`src/inc/fvsb_pkg.sv`:
```
// Package with constants and types for the volatile status byte block
package fvsb_pkg;

  // Byte offsets
  localparam logic [7:0] OFS_CFG_LAST   = 8'h0b;
  localparam logic [7:0] OFS_STATUS     = 8'h0c;
  localparam logic [7:0] OFS_FCA_LOW    = 8'h0d;
  localparam logic [7:0] OFS_FCA_MLOW   = 8'h0e;
  localparam logic [7:0] OFS_FCA_MHIGH  = 8'h0f;
  localparam logic [7:0] OFS_FCA_HIGH   = 8'h10;
  localparam logic [7:0] OFS_BANK       = 8'h11;
  localparam int         CFG_BYTES      = 12;

  // Field positions in byte 0Bh
  localparam int CFG_ECC_OFF_BIT   = 0;
  localparam int CFG_SEL_DBL_BIT   = 2;
  localparam int CFG_CHK_OFF_BIT   = 3;

  // Field positions in byte 0Ch
  localparam int ST_REPEAT_BIT     = 7;
  localparam int ST_TALLY_MSB      = 6;
  localparam int ST_TALLY_LSB      = 3;
  localparam int ST_DOUBLE_BIT     = 2;
  localparam int ST_PARITY_BIT     = 1;
  localparam int ST_CRC_BIT        = 0;
  localparam logic [3:0] TALLY_MAX = 4'hf;

  // Reset values
  localparam logic [7:0]  RESERVED_BYTE = 8'hff;
  localparam logic [7:0]  STATUS_RST    = 8'h00;
  localparam logic [27:0] FCA_RST       = 28'hfffffff;
  localparam logic [3:0]  FCA_LOW_NIB   = 4'h0;
  localparam logic [4:0]  BANK_RSV_BITS = 5'h1f;
  localparam logic [2:0]  BANK_IDLE     = 3'h0;

  // Link command codes and field lengths
  localparam logic [7:0] CMD_RD_VOL    = 8'h85;
  localparam logic [7:0] CMD_WR_VOL    = 8'h81;
  localparam int         ADDR_BITS     = 32;
  localparam int         BYTE_BITS     = 8;

  // Events from the array and correction engine
  typedef struct packed {
    logic        correction;
    logic        double_err;
    logic        parity_err;
    logic        crc_err;
    logic        repeat_prog;
    logic [31:0] addr;
  } ecc_events_t;

  // Link pins after synchronisation
  typedef struct packed {
    logic cs_n;
    logic sck;
    logic dq;
  } link_pins_t;

endpackage : fvsb_pkg

```
`src/design/sync2.sv`:
```
// Two flip-flop synchroniser for pin inputs
module sync2 #(
  parameter int W = 1
) (
  // Clock and reset
  input  wire logic         clk,
  input  wire logic         nrst,
  // Data
  input  wire logic [W-1:0] d,
  output logic      [W-1:0] q
);

  logic [W-1:0] s1_q;
  logic [W-1:0] s2_q;

  // Two stages; first stage feeds only the second
  always_ff @(posedge clk or negedge nrst)
  begin
    if (!nrst)
    begin
      s1_q <= '1;
      s2_q <= '1;
    end
    else
    begin
      s1_q <= d;
      s2_q <= s1_q;
    end
  end

  assign q = s2_q;

endmodule : sync2

```
`src/design/status_tracker.sv`:
```
// Sticky error flags, correction tally and first event address
module status_tracker (
  // Clock and reset
  input  wire logic                clk,
  input  wire logic                nrst,
  // Events and configuration
  input  fvsb_pkg::ecc_events_t    ev,
  input  wire logic [7:0]          cfg_0b,
  input  wire logic                octal_ddr,
  // Status
  output logic      [7:0]          status_q,
  output logic      [27:0]         fca_q
);

  logic [7:0]  status_d;
  logic [27:0] fca_d;
  logic        captured_q;
  logic        captured_d;
  logic        ecc_on;
  logic        chk_on;
  logic        pick;
  logic [3:0]  tally;

  // Configuration decode
  assign ecc_on = ~cfg_0b[fvsb_pkg::CFG_ECC_OFF_BIT];
  assign chk_on = ~cfg_0b[fvsb_pkg::CFG_CHK_OFF_BIT] & octal_ddr;
  assign pick   = cfg_0b[fvsb_pkg::CFG_SEL_DBL_BIT] ? ev.double_err : ev.correction;
  assign tally  = status_q[fvsb_pkg::ST_TALLY_MSB:fvsb_pkg::ST_TALLY_LSB];

  // Next status; flags only ever set
  always_comb
  begin
    status_d   = status_q;
    fca_d      = fca_q;
    captured_d = captured_q;
    if (ecc_on && ev.repeat_prog)
      status_d[fvsb_pkg::ST_REPEAT_BIT] = 1'b1;
    if (ecc_on && ev.correction && tally != fvsb_pkg::TALLY_MAX)
      status_d[fvsb_pkg::ST_TALLY_MSB:fvsb_pkg::ST_TALLY_LSB] = tally + 4'h1;
    if (ecc_on && ev.double_err)
      status_d[fvsb_pkg::ST_DOUBLE_BIT] = 1'b1;
    if (chk_on && ev.parity_err)
      status_d[fvsb_pkg::ST_PARITY_BIT] = 1'b1;
    if (chk_on && ev.crc_err)
      status_d[fvsb_pkg::ST_CRC_BIT] = 1'b1;
    if (ecc_on && pick && !captured_q)
    begin
      fca_d      = ev.addr[31:4];
      captured_d = 1'b1;
    end
  end

  // Status registers, cleared only by reset
  always_ff @(posedge clk or negedge nrst)
  begin
    if (!nrst)
    begin
      status_q   <= fvsb_pkg::STATUS_RST;
      fca_q      <= fvsb_pkg::FCA_RST;
      captured_q <= 1'b0;
    end
    else
    begin
      status_q   <= status_d;
      fca_q      <= fca_d;
      captured_q <= captured_d;
    end
  end
endmodule : status_tracker

```
`src/design/flash_volatile_status_bytes.sv`:
```
// Volatile register space link decoder with status bytes 0Ch to 11h
module flash_volatile_status_bytes (
  // Clock and reset
  input  wire logic                 clk,
  input  wire logic                 nrst,
  // Serial link pins
  input  wire logic                 cs_n_i,
  input  wire logic                 sck_i,
  input  wire logic                 dq_i,
  output logic                      dq_o_q,
  output logic                      dq_oe_q,
  // Configuration bytes 00h..0Bh
  input  wire logic [95:0]          cfg_bytes,
  output logic                      cfg_wr_q,
  output logic      [7:0]           cfg_addr_q,
  output logic      [7:0]           cfg_data_q,
  // Array engine events and operation state
  input  fvsb_pkg::ecc_events_t     ev,
  input  wire logic                 octal_ddr,
  input  wire logic                 pe_active,
  input  wire logic [1:0]           pe_bank,
  // Flag status and write enable side effects
  output logic                      fsr_err_set_q,
  output logic                      wel_clear_q
);

  ////////////////////////////////////////////////////////////////////////////
  // Types and declarations

  typedef enum logic [6:0] {
    ST_IDLE  = 7'b0000001,
    ST_CMD   = 7'b0000010,
    ST_ADDR  = 7'b0000100,
    ST_WDATA = 7'b0001000,
    ST_RLOAD = 7'b0010000,
    ST_RDATA = 7'b0100000,
    ST_DONE  = 7'b1000000
  } link_state_t;

  link_state_t          state_q;
  link_state_t          state_d;
  fvsb_pkg::link_pins_t pins_s;
  fvsb_pkg::link_pins_t pins_raw;
  logic                 sck_prev_q;
  logic                 rise;
  logic                 fall;
  logic [4:0]           cnt_q;
  logic [4:0]           cnt_d;
  logic [7:0]           sin_q;
  logic [7:0]           sin_d;
  logic [7:0]           byte_in;
  logic                 is_wr_q;
  logic                 is_wr_d;
  logic [7:0]           addr_d;
  logic [7:0]           addr_nx;
  logic [7:0]           sout_q;
  logic [7:0]           sout_d;
  logic                 dq_d;
  logic                 oe_d;
  logic                 cfg_wr_d;
  logic [7:0]           cfg_data_d;
  logic                 ferr_d;
  logic                 wclr_d;
  logic [2:0]           bank_q;
  logic [2:0]           bank_d;
  logic [7:0]           status;
  logic [27:0]          fca;
  logic [7:0]           rd_now;
  logic [7:0]           rd_next;

  ////////////////////////////////////////////////////////////////////////////
  // Pin synchronisation and clock edges

  assign pins_raw = '{cs_n: cs_n_i, sck: sck_i, dq: dq_i};

  sync2 #(.W(3)) u_sync (
    .clk  (clk),
    .nrst (nrst),
    .d    (pins_raw),
    .q    (pins_s)
  );

  assign rise    = pins_s.sck & ~sck_prev_q;
  assign fall    = ~pins_s.sck & sck_prev_q;
  assign byte_in = {sin_q[6:0], pins_s.dq};
  assign addr_nx = addr_q_inc(cfg_addr_q);

  ////////////////////////////////////////////////////////////////////////////
  // Status byte tracker

  status_tracker u_status (
    .clk       (clk),
    .nrst      (nrst),
    .ev        (ev),
    .cfg_0b    (cfg_bytes[8*fvsb_pkg::CFG_BYTES-1 -: 8]),
    .octal_ddr (octal_ddr),
    .status_q  (status),
    .fca_q     (fca)
  );

  ////////////////////////////////////////////////////////////////////////////
  // Read mux and helpers

  function automatic logic [7:0] addr_q_inc(input logic [7:0] a);
    addr_q_inc = 8'(a + 8'h01);
  endfunction : addr_q_inc

  // Byte returned for one register location
  function automatic logic [7:0] read_byte(input logic [7:0] a);
    logic [7:0] r;
    r = fvsb_pkg::RESERVED_BYTE;
    if (a <= fvsb_pkg::OFS_CFG_LAST)
      r = cfg_bytes[8*a +: 8];
    else
    begin
      case (a)
        fvsb_pkg::OFS_STATUS:    r = status;
        fvsb_pkg::OFS_FCA_LOW:   r = {fca[3:0], fvsb_pkg::FCA_LOW_NIB};
        fvsb_pkg::OFS_FCA_MLOW:  r = fca[11:4];
        fvsb_pkg::OFS_FCA_MHIGH: r = fca[19:12];
        fvsb_pkg::OFS_FCA_HIGH:  r = fca[27:20];
        fvsb_pkg::OFS_BANK:      r = {fvsb_pkg::BANK_RSV_BITS, bank_q};
        default:                 r = fvsb_pkg::RESERVED_BYTE;
      endcase
    end
    read_byte = r;
  endfunction : read_byte

  // Bytes at the current and next address; process form follows every source byte
  always_comb
  begin
    rd_now  = read_byte(cfg_addr_q);
    rd_next = read_byte(addr_nx);
  end

  ////////////////////////////////////////////////////////////////////////////
  // Busy bank code

  always_comb
  begin
    bank_d = pe_active ? {1'b1, pe_bank} : fvsb_pkg::BANK_IDLE;
  end

  ////////////////////////////////////////////////////////////////////////////
  // Link command state machine

  always_comb
  begin
    state_d    = state_q;
    cnt_d      = cnt_q;
    sin_d      = sin_q;
    is_wr_d    = is_wr_q;
    addr_d     = cfg_addr_q;
    sout_d     = sout_q;
    dq_d       = dq_o_q;
    oe_d       = dq_oe_q;
    cfg_wr_d   = 1'b0;
    cfg_data_d = cfg_data_q;
    ferr_d     = 1'b0;
    wclr_d     = 1'b0;
    if (pins_s.cs_n)
    begin
      state_d = ST_IDLE;
      oe_d    = 1'b0;
      dq_d    = 1'b0;
    end
    else
    begin
      case (state_q)
        ST_IDLE:
        begin
          state_d = ST_CMD;
          cnt_d   = 5'h00;
        end
        ST_CMD:
          if (rise)
          begin
            sin_d = byte_in;
            cnt_d = 5'(cnt_q + 5'h01);
            if (cnt_q == 5'(fvsb_pkg::BYTE_BITS - 1))
            begin
              cnt_d   = 5'h00;
              is_wr_d = (byte_in == fvsb_pkg::CMD_WR_VOL);
              if (byte_in == fvsb_pkg::CMD_WR_VOL || byte_in == fvsb_pkg::CMD_RD_VOL)
                state_d = ST_ADDR;
              else
                state_d = ST_DONE;
            end
          end
        ST_ADDR:
          if (rise)
          begin
            sin_d = byte_in;
            cnt_d = 5'(cnt_q + 5'h01);
            if (cnt_q == 5'(fvsb_pkg::ADDR_BITS - 1))
            begin
              cnt_d   = 5'h00;
              addr_d  = byte_in;
              state_d = is_wr_q ? ST_WDATA : ST_RLOAD;
            end
          end
        ST_WDATA:
          if (rise)
          begin
            sin_d = byte_in;
            cnt_d = 5'(cnt_q + 5'h01);
            if (cnt_q == 5'(fvsb_pkg::BYTE_BITS - 1))
            begin
              state_d    = ST_DONE;
              cfg_data_d = byte_in;
              if (cfg_addr_q <= fvsb_pkg::OFS_CFG_LAST)
                cfg_wr_d = 1'b1;
              else if (cfg_addr_q > fvsb_pkg::OFS_BANK)
              begin
                ferr_d = 1'b1;
                wclr_d = 1'b1;
              end
              // Status bytes take no write at all
            end
          end
        ST_RLOAD:
          if (fall)
          begin
            sout_d  = rd_now;
            dq_d    = rd_now[7];
            oe_d    = 1'b1;
            cnt_d   = 5'h00;
            state_d = ST_RDATA;
          end
        ST_RDATA:
          if (fall)
          begin
            if (cnt_q == 5'(fvsb_pkg::BYTE_BITS - 1))
            begin
              addr_d = addr_nx;
              sout_d = rd_next;
              dq_d   = rd_next[7];
              cnt_d  = 5'h00;
            end
            else
            begin
              sout_d = {sout_q[6:0], 1'b0};
              dq_d   = sout_q[6];
              cnt_d  = 5'(cnt_q + 5'h01);
            end
          end
        ST_DONE:
          state_d = ST_DONE;
        default:
          state_d = ST_IDLE;
      endcase
    end
  end

  // Link registers
  always_ff @(posedge clk or negedge nrst)
  begin
    if (!nrst)
    begin
      state_q       <= ST_IDLE;
      sck_prev_q    <= 1'b1;
      cnt_q         <= 5'h00;
      sin_q         <= 8'h00;
      is_wr_q       <= 1'b0;
      cfg_addr_q    <= fvsb_pkg::RESERVED_BYTE;
      sout_q        <= fvsb_pkg::RESERVED_BYTE;
      dq_o_q        <= 1'b0;
      dq_oe_q       <= 1'b0;
      cfg_wr_q      <= 1'b0;
      cfg_data_q    <= fvsb_pkg::RESERVED_BYTE;
      fsr_err_set_q <= 1'b0;
      wel_clear_q   <= 1'b0;
      bank_q        <= fvsb_pkg::BANK_IDLE;
    end
    else
    begin
      state_q       <= state_d;
      sck_prev_q    <= pins_s.sck;
      cnt_q         <= cnt_d;
      sin_q         <= sin_d;
      is_wr_q       <= is_wr_d;
      cfg_addr_q    <= addr_d;
      sout_q        <= sout_d;
      dq_o_q        <= dq_d;
      dq_oe_q       <= oe_d;
      cfg_wr_q      <= cfg_wr_d;
      cfg_data_q    <= cfg_data_d;
      fsr_err_set_q <= ferr_d;
      wel_clear_q   <= wclr_d;
      bank_q        <= bank_d;
    end
  end
endmodule : flash_volatile_status_bytes

```
`config.mk`:
```
export PLATFORM = sky130hd
export DESIGN_NAME = flash_volatile_status_bytes
export DESIGN_NICKNAME = d
export VERILOG_FILES = /design/src/inc/fvsb_pkg.sv /design/src/design/sync2.sv /design/src/design/status_tracker.sv /design/src/design/flash_volatile_status_bytes.sv
export SDC_FILE = /design/constraint.sdc
export NUM_CORES = 1
export LEC_CHECK = 0
export BUFFER_PORTS_ARGS = -buffer_cell sky130_fd_sc_hd__buf_2
export CORE_UTILIZATION = 45
export DETAILED_ROUTE_END_ITERATION = 8
export PLACE_DENSITY = 0.76
export SKIP_CTS_REPAIR_TIMING = 1
export SYNTH_ARGS = -nofsm -noshare
export SYNTH_HDL_FRONTEND = slang
export SYNTH_SLANG_ARGS = --single-unit
```
`constraint.sdc`:
```
create_clock -name clk -period 4.35 [get_ports clk]
set_input_delay 0.6525 -clock clk [delete_from_list [all_inputs] [get_ports clk]]
set_output_delay 0.6525 -clock clk [all_outputs]
set_load 0.1 [all_outputs]
```
==> results of run 1 <==
## where the power goes
group          leakage [nW]  internal, mW  switching [mW]
registers              1.06          1.15           0.186
clock network         0.142         0.461           0.335
logic                  2.05         0.258           0.172
## state kept, by name, summed over array words and instances, names as in the netlist, 5 cells and up
signal,cells
u_status.fca_q,28
u_status.status_q,8
cfg_data_q,8
cnt_q,5
cfg_addr_q,8
state_q,7
sout_q,7
sin_q,7
## per-stage QoR
stage	utilization [%]	cells	worst slack (ns)
3_5_place_dp	52.8	954	1.13
4_1_cts	54.8	969	1.10
3_3_place_gp	52.8	954	1.31
6_report	54.8	969	1.06
2_1_floorplan	-	652	0.800
5_1_grt	54.8	969	0.809
## cell type report
type,count,area [sq um],area share [%]
well taps,184,230,2.85
multi-input cells,498,4230,52.2
inverters,9,33.8,0.418
flip-flops and latches,94,2430,30.0
repair buffers,169,876,10.8
clock inverters,4,55.1,0.680
clock buffers,11,243,3.00
## final timing paths
path                                 from                 end  slack, ns  cells after the start
max                         cfg_addr_q[0]           sout_q[2]       1.06                      9
min                        u_sync.s1_q[0]         u_sync.q[0]       0.36                      0
max in group asynchronous            nrst  u_status.fca_q[12]       3.04                      2
min in group asynchronous            nrst            sin_q[3]       0.40                      1
max reg2reg                 cfg_addr_q[0]           sout_q[2]       1.06                      9
min reg2reg                u_sync.s1_q[0]         u_sync.q[0]       0.36                      0
## per-layer routing
layer  vias up  wire, microns  track usage (%)
met5         -              0                0
met4         0            472             8.65
met3        45           1210             4.97
met2       293           9350             41.0
met1      3007           7790             31.5
li1       2800              -                -
## kinds of logic after synthesis
kind of cell    Yosys count
simple gates            191
compound gates          178
mux                     105
flops                    94
buf+inv                  60
xor+xnor                 14
fa+ha+maj                10
## critical path: stages (launching register included)
cell	delay, ns
dfstp_2	0.68
buf_4	0.64
nand3_1	0.17
xnor2_1	0.73
buf_4	0.29
a21o_1	0.09
nand2_1	0.05
a31oi_1	0.21
o221ai_1	0.16
o21ai_0	0.19
## placed cells by master (no fill, tap or decap), types with 5 or more instances in the layout
cell type  instances
a211oi_1           8
a21o_1            12
a21oi_1           34
a22o_1             6
a22oi_1           25
a31oi_1            7
and2_1             8
and3_1             6
buf_2            157
buf_4             12
clkbuf_16          9
dfrtp_1           35
dfstp_2           59
ha_1              10
inv_1              7
mux2_2            52
mux2i_1            5
mux4_2            48
nand2_1           53
nand2b_1           6
nand3_1           25
nand3b_1           8
nor2_1            29
nor2b_1            7
nor3_1            14
nor3b_1            6
nor4_1             6
o211ai_1           7
o21ai_0           25
o22ai_1           17
xnor2_1            8
xor2_1             6
==> summary.md, run 1 <==
| Metric | Value |
|---|---|
| Post-synth EDFFs | `0` |
| Cell area after synthesis | `6930 sq um` |
| Chip width | `126 microns` |
| Final #Nets | `933` |
| RSZ-0062 raised after global routing | `no` |
| Area of the core | `14800 sq um` |
| CP Launch Type | `flop` |
| Post-Synth Adder-Cell Area | `1.81%` |
| Vias per cell | `6.34` |
| Setup TNS | `0 ns` |
| Clk sinks | `94` |
| Post-synthesis simple-gate area fraction | `14.6%` |
| Most used DFF post-synth | `dfstp_2` |
| Placement Cell Area | `7790 sq um` |
| Req. time, crit path | `4.63 ns` |
| Total CTS buffers | `9` |
| Sequential area share after synthesis | `35.0%` |
| Post-route ant nets | `0` |
| Synth warn | `0` |
| Insertion delay to the later sink of the worst-skew pair | `0.35 ns` |
| Largest family of logic cells by synthesized area | `multiplexers` |
| TritonRoute pass-1 iters | `6` |
| Num rows | `44` |
| Status | `finished clean` |
| Antenna violations before repair | `0` |
| Peak supply drop | `0.197 mV` |
| Power per cell area | `317 nW/um^2` |
| Filler instances | `1311` |
| Antenna Cells | `0` |
| Worst Path Class, Setup | `reg -> reg` |
| Port bufs | `158` |
| Drt wl/cell | `19.4 microns` |
| Clock Root Buffer | `clkbuf_16` |
| Seq cells post-synth | `94` |
| Area grow syn2layout | `16.8%` |
| Worst slew pin tran | `1.16 ns` |
| Hold Violations, Final | `0` |
| Final Critical Period | `3.29 ns` |
| Synth area leaders | `dfstp_2, mux4_2, dfrtp_1` |
| Number of global-route vias before repair | `6027` |
| Slew Viols, Final | `0` |
| DP Wirelength | `14400 microns` |
| GPL Wtd Cong | `0.940` |
| Cells after Synth | `652` |
| Final instance area | `8090 sq um` |
| Post-synthesis compound-gate area fraction | `18.1%` |
| CP Capture Type | `flop` |
| Top cell type's share of synthesized area | `22.4%` |
| Mapped Nets | `804` |
| Commonest cells post-synth | `dfstp_2, nand2_1, mux2_2` |
| GRT Overall Usage | `24.5%` |
| Die ar. | `15900 sq um` |
| # IOs | `163` |
| Max-Cap Viols | `0` |
| Synth area leader | `dfstp_2` |
| XOR/XNOR Fraction of Synth Area | `1.77%` |
| Max clock buf depth | `2` |
| Relative max-transition margin | `22.6%` |
| Final setup viols | `0` |
| LEAKAGE | `3.26 nW` |
| Mux cell area share after synthesis | `24.8%` |
| Die Height | `126 microns` |
| Syn Area/Cell | `10.6 sq um` |
| DR iter-0 viols | `643` |
| Grt ovf | `0` |
| Final Cycle Share | `75.7%` |
| H-tree levels | `3` |
| Worst-path clk slew | `0.06 ns` |
| Largest net degree at the start of global routing | `68` |
| F_max | `304 MHz` |
| Total Power | `2.56 mW` |
| Vias post-DR | `6145` |
| Detailed Route WL | `18800 microns` |
| Min Hold Slack | `0.357 ns` |
| Initial Util | `47.0%` |
| Unique masters post-synth | `73` |
| First-pass GRT wire length | `30800 microns` |
| Worst-path fanout max | `50` |
| HP Class | `reg -> reg` |
| DRC viols | `0` |
| Ys async rst share | `100%` |
| Crit path DAT | `3.57 ns` |
| Count leader, synth | `dfstp_2` |
| CTS tree | `done` |
| Setup Skew | `0.00701 ns` |
| Share of cells above drive strength 1 | `45.7%` |
Note: power is estimated with default switching activity, not from simulation.
==> run 2: changes to the inputs <==
clock period = 3.1 ns   (was 4.35 ns; I/O delays follow)
==> run 2 against run 1 <==
- non-clock buffer count is 10 higher
- cell area is 1.3% higher
- register-to-register slack worse by 0.74 ns
- via count is 0.62% lower
- hold slack worse by 0.28 ns
- largest power group unchanged
==> summary.md, run 2 (synthesized netlist as in run 1, its figures left out) <==
| Metric | Value |
|---|---|
| Post-route ant nets | `0 (unchanged)` |
| # IOs | `163 (unchanged)` |
| Total CTS buffers | `9 (unchanged)` |
| DR iter-0 viols | `692 (was 643)` |
| First-pass GRT wire length | `30600 microns (was 30800 microns)` |
| Layout Cells excl Fill | `980 (was 969)` |
| GPL Wtd Cong | `0.927 (was 0.940)` |
| Final instance area | `8190 sq um (was 8090 sq um)` |
| Setup Skew | `0.00796 ns (was 0.00701 ns)` |
| Commonest non-fill, non-tap cell in the layout | `buf_2 (unchanged)` |
| Slew Viols, Final | `0 (unchanged)` |
| Vias per cell | `6.23 (was 6.34)` |
| Clock Root Buffer | `clkbuf_16 (unchanged)` |
| HP Class | `in -> async (was reg -> reg)` |
| Max clock buf depth | `2 (unchanged)` |
| Area grow syn2layout | `18.2% (was 16.8%)` |
| F_max | `359 MHz (was 304 MHz)` |
| Die ar. | `15900 sq um (unchanged)` |
| DRC viols | `0 (unchanged)` |
| Placement Cell Area | `7890 sq um (was 7790 sq um)` |
| Critical path launch point | `cfg_addr_q[1] (was cfg_addr_q[0])` |
| Setup ws final | `0.316 ns (was 1.06 ns)` |
| Relative max-transition margin | `18.6% (was 22.6%)` |
| Worst Path Class, Setup | `reg -> reg (unchanged)` |
| Final #Nets | `943 (was 933)` |
| Power per cell area | `444 nW/um^2 (was 317 nW/um^2)` |
| Commonest cells after routing, fill and taps aside | `buf_2, dfstp_2, nand2_1, mux2_2, mux4_2 (unchanged)` |
| Num rows | `44 (unchanged)` |
| Min Hold Slack | `0.0783 ns (was 0.357 ns)` |
| Max-Cap Viols | `0 (unchanged)` |
| Number of global-route vias before repair | `5969 (was 6027)` |
| Final Cycle Share | `89.8% (was 75.7%)` |
| CP Launch Type | `flop (unchanged)` |
| Placed cells | `964 (was 954)` |
| Req. time, crit path | `3.36 ns (was 4.63 ns)` |
| Chip width | `126 microns (unchanged)` |
| Peak supply drop | `0.507 mV (was 0.197 mV)` |
| Clk sinks | `94 (unchanged)` |
| Max reg flops | `28 (unchanged)` |
| Antenna violations before repair | `0 (unchanged)` |
| Drt wl/cell | `19.1 microns (was 19.4 microns)` |
| Hold Violations, Final | `0 (unchanged)` |
| CP Cell Sequence | `ha_1 -> inv_1 -> nor4_1 -> a211oi_4 -> and2_1 -> nand2_1 -> o22ai_1 -> a221oi_1 (was buf_4 -> nand3_1 -> xnor2_1 -> buf_4 -> a21o_1 -> nand2_1 -> a31oi_1 -> o221ai_1 -> o21ai_0)` |
| CTS tree | `done (unchanged)` |
| Crit path DAT | `3.04 ns (was 3.57 ns)` |
| Final Critical Period | `2.78 ns (was 3.29 ns)` |
| TritonRoute pass-1 iters | `7 (was 6)` |
| Grt ovf | `0 (unchanged)` |
| Worst-path clk slew | `0.07 ns (was 0.06 ns)` |
| Antenna Cells | `0 (unchanged)` |
| Initial Util | `47.0% (unchanged)` |
| GRT Overall Usage | `24.4% (was 24.5%)` |
| LEAKAGE | `3.32 nW (was 3.26 nW)` |
| Filler instances | `1300 (was 1311)` |
| DP Wirelength | `14400 microns (about the same)` |
| Worst-path fanout max | `17 (was 50)` |
| Worst slew pin tran | `1.21 ns (was 1.16 ns)` |
| Reg with most FFs | `u_status.fca_q (unchanged)` |
| Detailed Route WL | `18700 microns (was 18800 microns)` |
| Worst r2r src | `cfg_addr_q[1] (was cfg_addr_q[0])` |
| Worst slack, placed | `0.326 ns (was 1.13 ns)` |
| Final setup viols | `0 (unchanged)` |
| Area of the core | `14800 sq um (unchanged)` |
| Area taken by multi-input logic gates | `4230 sq um (unchanged)` |
| Vias post-DR | `6107 (was 6145)` |
| Largest net degree at the start of global routing | `41 (was 68)` |
| RSZ-0062 raised after global routing | `no (unchanged)` |
| CP peak stage delay | `0.78 ns (was 0.73 ns)` |
| Status | `finished clean (unchanged)` |
| Port bufs | `158 (unchanged)` |
| H-tree levels | `3 (unchanged)` |
| Insertion delay to the later sink of the worst-skew pair | `0.36 ns (was 0.35 ns)` |
| Die Height | `126 microns (unchanged)` |
| Highest-delay cell along the critical path | `dfstp_4 (was xnor2_1)` |
| Share of cells above drive strength 1 | `46.6% (was 45.7%)` |
| Setup TNS | `0 ns (unchanged)` |
| Reg area | `2430 sq um (about the same)` |
| CP Capture Type | `flop (unchanged)` |
## run 2: metal layers
layer | global-route usage (%) | vias up | routed length [microns] | part of all wire [%]
li1 | - | 2827 | - | -
met1 | 32.5 | 2999 | 8110 | 43
met2 | 40.4 | 239 | 9180 | 49
met3 | 3.40 | 42 | 932 | 5.0
met4 | 9.78 | 0 | 499 | 2.7
met5 | 0 | - | 0 | 0
## run 2: final timing paths
| path | to | slack, ns | depth (start not counted) |
|---|---|---|---|
| min in group clk | u_sync.s1_q[0] | 0.20 | 1 |
| max | sout_q[4] | 0.32 | 8 |
| min reg2reg | u_sync.q[0] | 0.36 | 0 |
| max reg2reg | sout_q[4] | 0.32 | 8 |
| min | sin_q[0] | 0.08 | 1 |
| max in group asynchronous | u_sync.q[1] | 2.33 | 2 |
## run 2: metrics by stage
step | utilization, % | power, mW
finish | 55.5 | 3.64
detailed placement | 53.5 | 2.50
global route | 55.5 | 3.82
CTS | 55.5 | 3.66
floorplan | - | 2.20
global placement | 53.5 | 2.46
## run 2: layout make-up
cell class              count  area share (%)
clock inverters             7           0.977
clock buffers               9            2.75
repair buffers            179            11.8
well taps                 184            2.81
multi-input cells         498            51.6
flip-flops and latches     94            29.7
inverters                   9           0.412
## run 2: where the power goes
| group | switching [mW] | internal (mW) | total [mW] |
|---|---|---|---|
| Combinational | 0.246 | 0.364 | 0.610 |
| Clock | 0.516 | 0.637 | 1.15 |
| Sequential | 0.266 | 1.61 | 1.88 |
## run 2: critical path, delay by kind of cell (launching register included)
kind	cells	cell delay, ns
and+or+nand+nor	3	0.95
DFF	1	0.78
AOI/OAI and AO/OA	3	0.56
adders and majority gates	1	0.26
buffers and inverters	1	0.13
==> run 3: changes to the inputs <==
PLACE_DENSITY = 0.69   (was 0.76)
==> run 3 against run 2 <==
- fmax increased by 1.0%
- first-iteration DRC count decreased by 29%
- hold slack improved by 0.13 ns
- critical path depth decreased by 1
- utilization decreased by 0.19 points
- cell area decreased by 0.34%
- register-to-register slack improved by 0.03 ns
- die area unchanged
- routed wire length increased by 4.8%
- clock power decreased by 8%
- power decreased by 2.5%
- critical endpoint is now sout_q[6]
==> summary.md, run 3 (synthesized netlist as in run 1, its figures left out) <==
| Metric | Value |
|---|---|
| Status | `finished clean (unchanged)` |
| CP Capture Type | `flop (unchanged)` |
| Final #Nets | `944 (was 943)` |
| Insertion delay to the later sink of the worst-skew pair | `0.35 ns (was 0.36 ns)` |
| Final Cycle Share | `88.9% (was 89.8%)` |
| Reg area | `2430 sq um (unchanged)` |
| Vias per cell | `6.27 (was 6.23)` |
| GPL Wtd Cong | `0.915 (was 0.927)` |
| CP Launch Type | `flop (unchanged)` |
| Relative max-transition margin | `20.9% (was 18.6%)` |
| Commonest cells after routing, fill and taps aside | `buf_2, dfstp_2, nand2_1, mux2_2, mux4_2 (unchanged)` |
| Power per cell area | `435 nW/um^2 (was 444 nW/um^2)` |
| Area of the core | `14800 sq um (unchanged)` |
| CTS tree | `done (unchanged)` |
| Total CTS buffers | `9 (unchanged)` |
| Largest net degree at the start of global routing | `72 (was 41)` |
| Commonest non-fill, non-tap cell in the layout | `buf_2 (unchanged)` |
| # IOs | `163 (unchanged)` |
| Max clock buf depth | `2 (unchanged)` |
| Die Height | `126 microns (unchanged)` |
| Slew Viols, Final | `0 (unchanged)` |
| Worst-path clk slew | `0.07 ns (about the same)` |
| Clock group share of total power | `30.0% (was 31.6%)` |
| Share of cells above drive strength 1 | `46.7% (was 46.6%)` |
| Area taken by multi-input logic gates | `4230 sq um (unchanged)` |
| Die ar. | `15900 sq um (unchanged)` |
| TritonRoute pass-1 iters | `5 (was 7)` |
| Clk sinks | `94 (unchanged)` |
| DRC viols | `0 (unchanged)` |
| Switching power | `1.02 mW (was 1.03 mW)` |
| Hold Violations, Final | `0 (unchanged)` |
| Final Critical Period | `2.76 ns (was 2.78 ns)` |
| Chip width | `126 microns (unchanged)` |
| LEAKAGE | `3.31 nW (was 3.32 nW)` |
| RSZ-0062 raised after global routing | `no (unchanged)` |
| Num rows | `44 (unchanged)` |
| Gate power share | `17.3% (was 16.8%)` |
| Antenna Cells | `0 (unchanged)` |
| Crit path DAT | `3.03 ns (was 3.04 ns)` |
| Post-route ant nets | `0 (unchanged)` |
| Worst-path fanout max | `13 (was 17)` |
| Initial Util | `47.0% (unchanged)` |
| Final setup viols | `0 (unchanged)` |
| Number of global-route vias before repair | `6269 (was 5969)` |
| Area grow syn2layout | `17.8% (was 18.2%)` |
| Setup Skew | `0.00991 ns (was 0.00796 ns)` |
| Req. time, crit path | `3.37 ns (was 3.36 ns)` |
| Port bufs | `158 (unchanged)` |
| Detailed Route WL | `19600 microns (was 18700 microns)` |
| Seq pwr share | `52.7% (was 51.6%)` |
| Reg with most FFs | `u_status.fca_q (unchanged)` |
| Worst Path Class, Setup | `reg -> reg (unchanged)` |
| H-tree levels | `3 (unchanged)` |
| DP Wirelength | `15200 microns (was 14400 microns)` |
| F_max | `363 MHz (was 359 MHz)` |
| Setup TNS | `0 ns (unchanged)` |
| Max reg flops | `28 (unchanged)` |
| First-pass GRT wire length | `31800 microns (was 30600 microns)` |
| Max-Cap Viols | `0 (unchanged)` |
| Drt wl/cell | `20.0 microns (was 19.1 microns)` |
| Filler instances | `1321 (was 1300)` |
| GRT Overall Usage | `25.6% (was 24.4%)` |
| Internal power | `2.53 mW (was 2.61 mW)` |
| Worst slew pin tran | `1.19 ns (was 1.21 ns)` |
| Switching share of power | `28.6% (was 28.2%)` |
| DR iter-0 viols | `492 (was 692)` |
| Antenna violations before repair | `0 (unchanged)` |
| Clock Root Buffer | `clkbuf_16 (unchanged)` |
| Vias post-DR | `6151 (was 6107)` |
| HP Class | `in -> reg (was in -> async)` |
| Post-layout util | `55.3% (was 55.5%)` |
| Grt ovf | `0 (unchanged)` |
| Peak supply drop | `0.410 mV (was 0.507 mV)` |
## run 3: cell count changes in the layout (fill, tap and decap cells not counted)
cell       change
buf_12         -1
bufinv_16      -1
inv_8          +1
clkinv_2       +1
inv_6          -1
buf_4          +2
## run 3: critical path, stage by stage (launching register included)
cell	delay, ns
dfstp_4	0.72
ha_1	0.44
nand2_2	0.15
o32ai_1	0.38
nor3b_1	0.24
o21ai_0	0.25
a211oi_1	0.35
o31ai_1	0.13
## run 3: layout make-up
| class | instances | share of cell area, % |
|---|---|---|
| clock buffers | 9 | 2.76 |
| clock inverters | 7 | 0.705 |
| inverters | 9 | 0.414 |
| multi-input cells | 498 | 51.8 |
| flip-flops and latches | 94 | 29.8 |
| well taps | 184 | 2.82 |
| repair buffers | 180 | 11.7 |
## run 3: worst paths after layout
check                          startpoint              to  slack [ns]  cells past startpoint
max                         cfg_addr_q[1]       sout_q[6]        0.34                      7
min                                  dq_i  u_sync.s1_q[0]        0.21                      1
max reg2reg                 cfg_addr_q[1]       sout_q[6]        0.34                      7
min reg2reg                u_sync.s1_q[1]     u_sync.q[1]        0.36                      0
max in group asynchronous            nrst  u_sync.s1_q[2]        1.97                      2
min in group asynchronous            nrst        sin_q[1]        0.24                      1
## run 3: power groups by stage
stage	registers (mW)	clock network, mW	logic (mW)
floorplan	1.76	0	0.434
global placement	1.87	0	0.589
detailed placement	1.89	0	0.620
CTS	1.87	1.10	0.623
global route	1.90	1.14	0.683
finish	1.87	1.06	0.616
## run 3: per-layer routing
layer / vias to the layer above / track usage [%] / part of all wire, %
li1: 2827 / - / -
met1: 3066 / 33.0 / 42
met4: 0 / 11.2 / 2.5
met2: 219 / 42.8 / 50
met5: - / 0 / 0
met3: 39 / 3.78 / 5.1
## run 3: stage by stage
step / setup slack (ns) / instances / hold WS, ns / power (mW) / cell area (sq um)
floorplan: 0.0260 / 652 / 0.169 / 2.20 / 6950
global placement: 0.430 / 965 / 0.347 / 2.46 / 7880
detailed placement: 0.381 / 965 / 0.347 / 2.51 / 7880
CTS: 0.363 / 981 / 0.192 / 3.59 / 8170
global route: 0.102 / 981 / 0.198 / 3.72 / 8170
finish: 0.344 / 981 / 0.207 / 3.55 / 8170
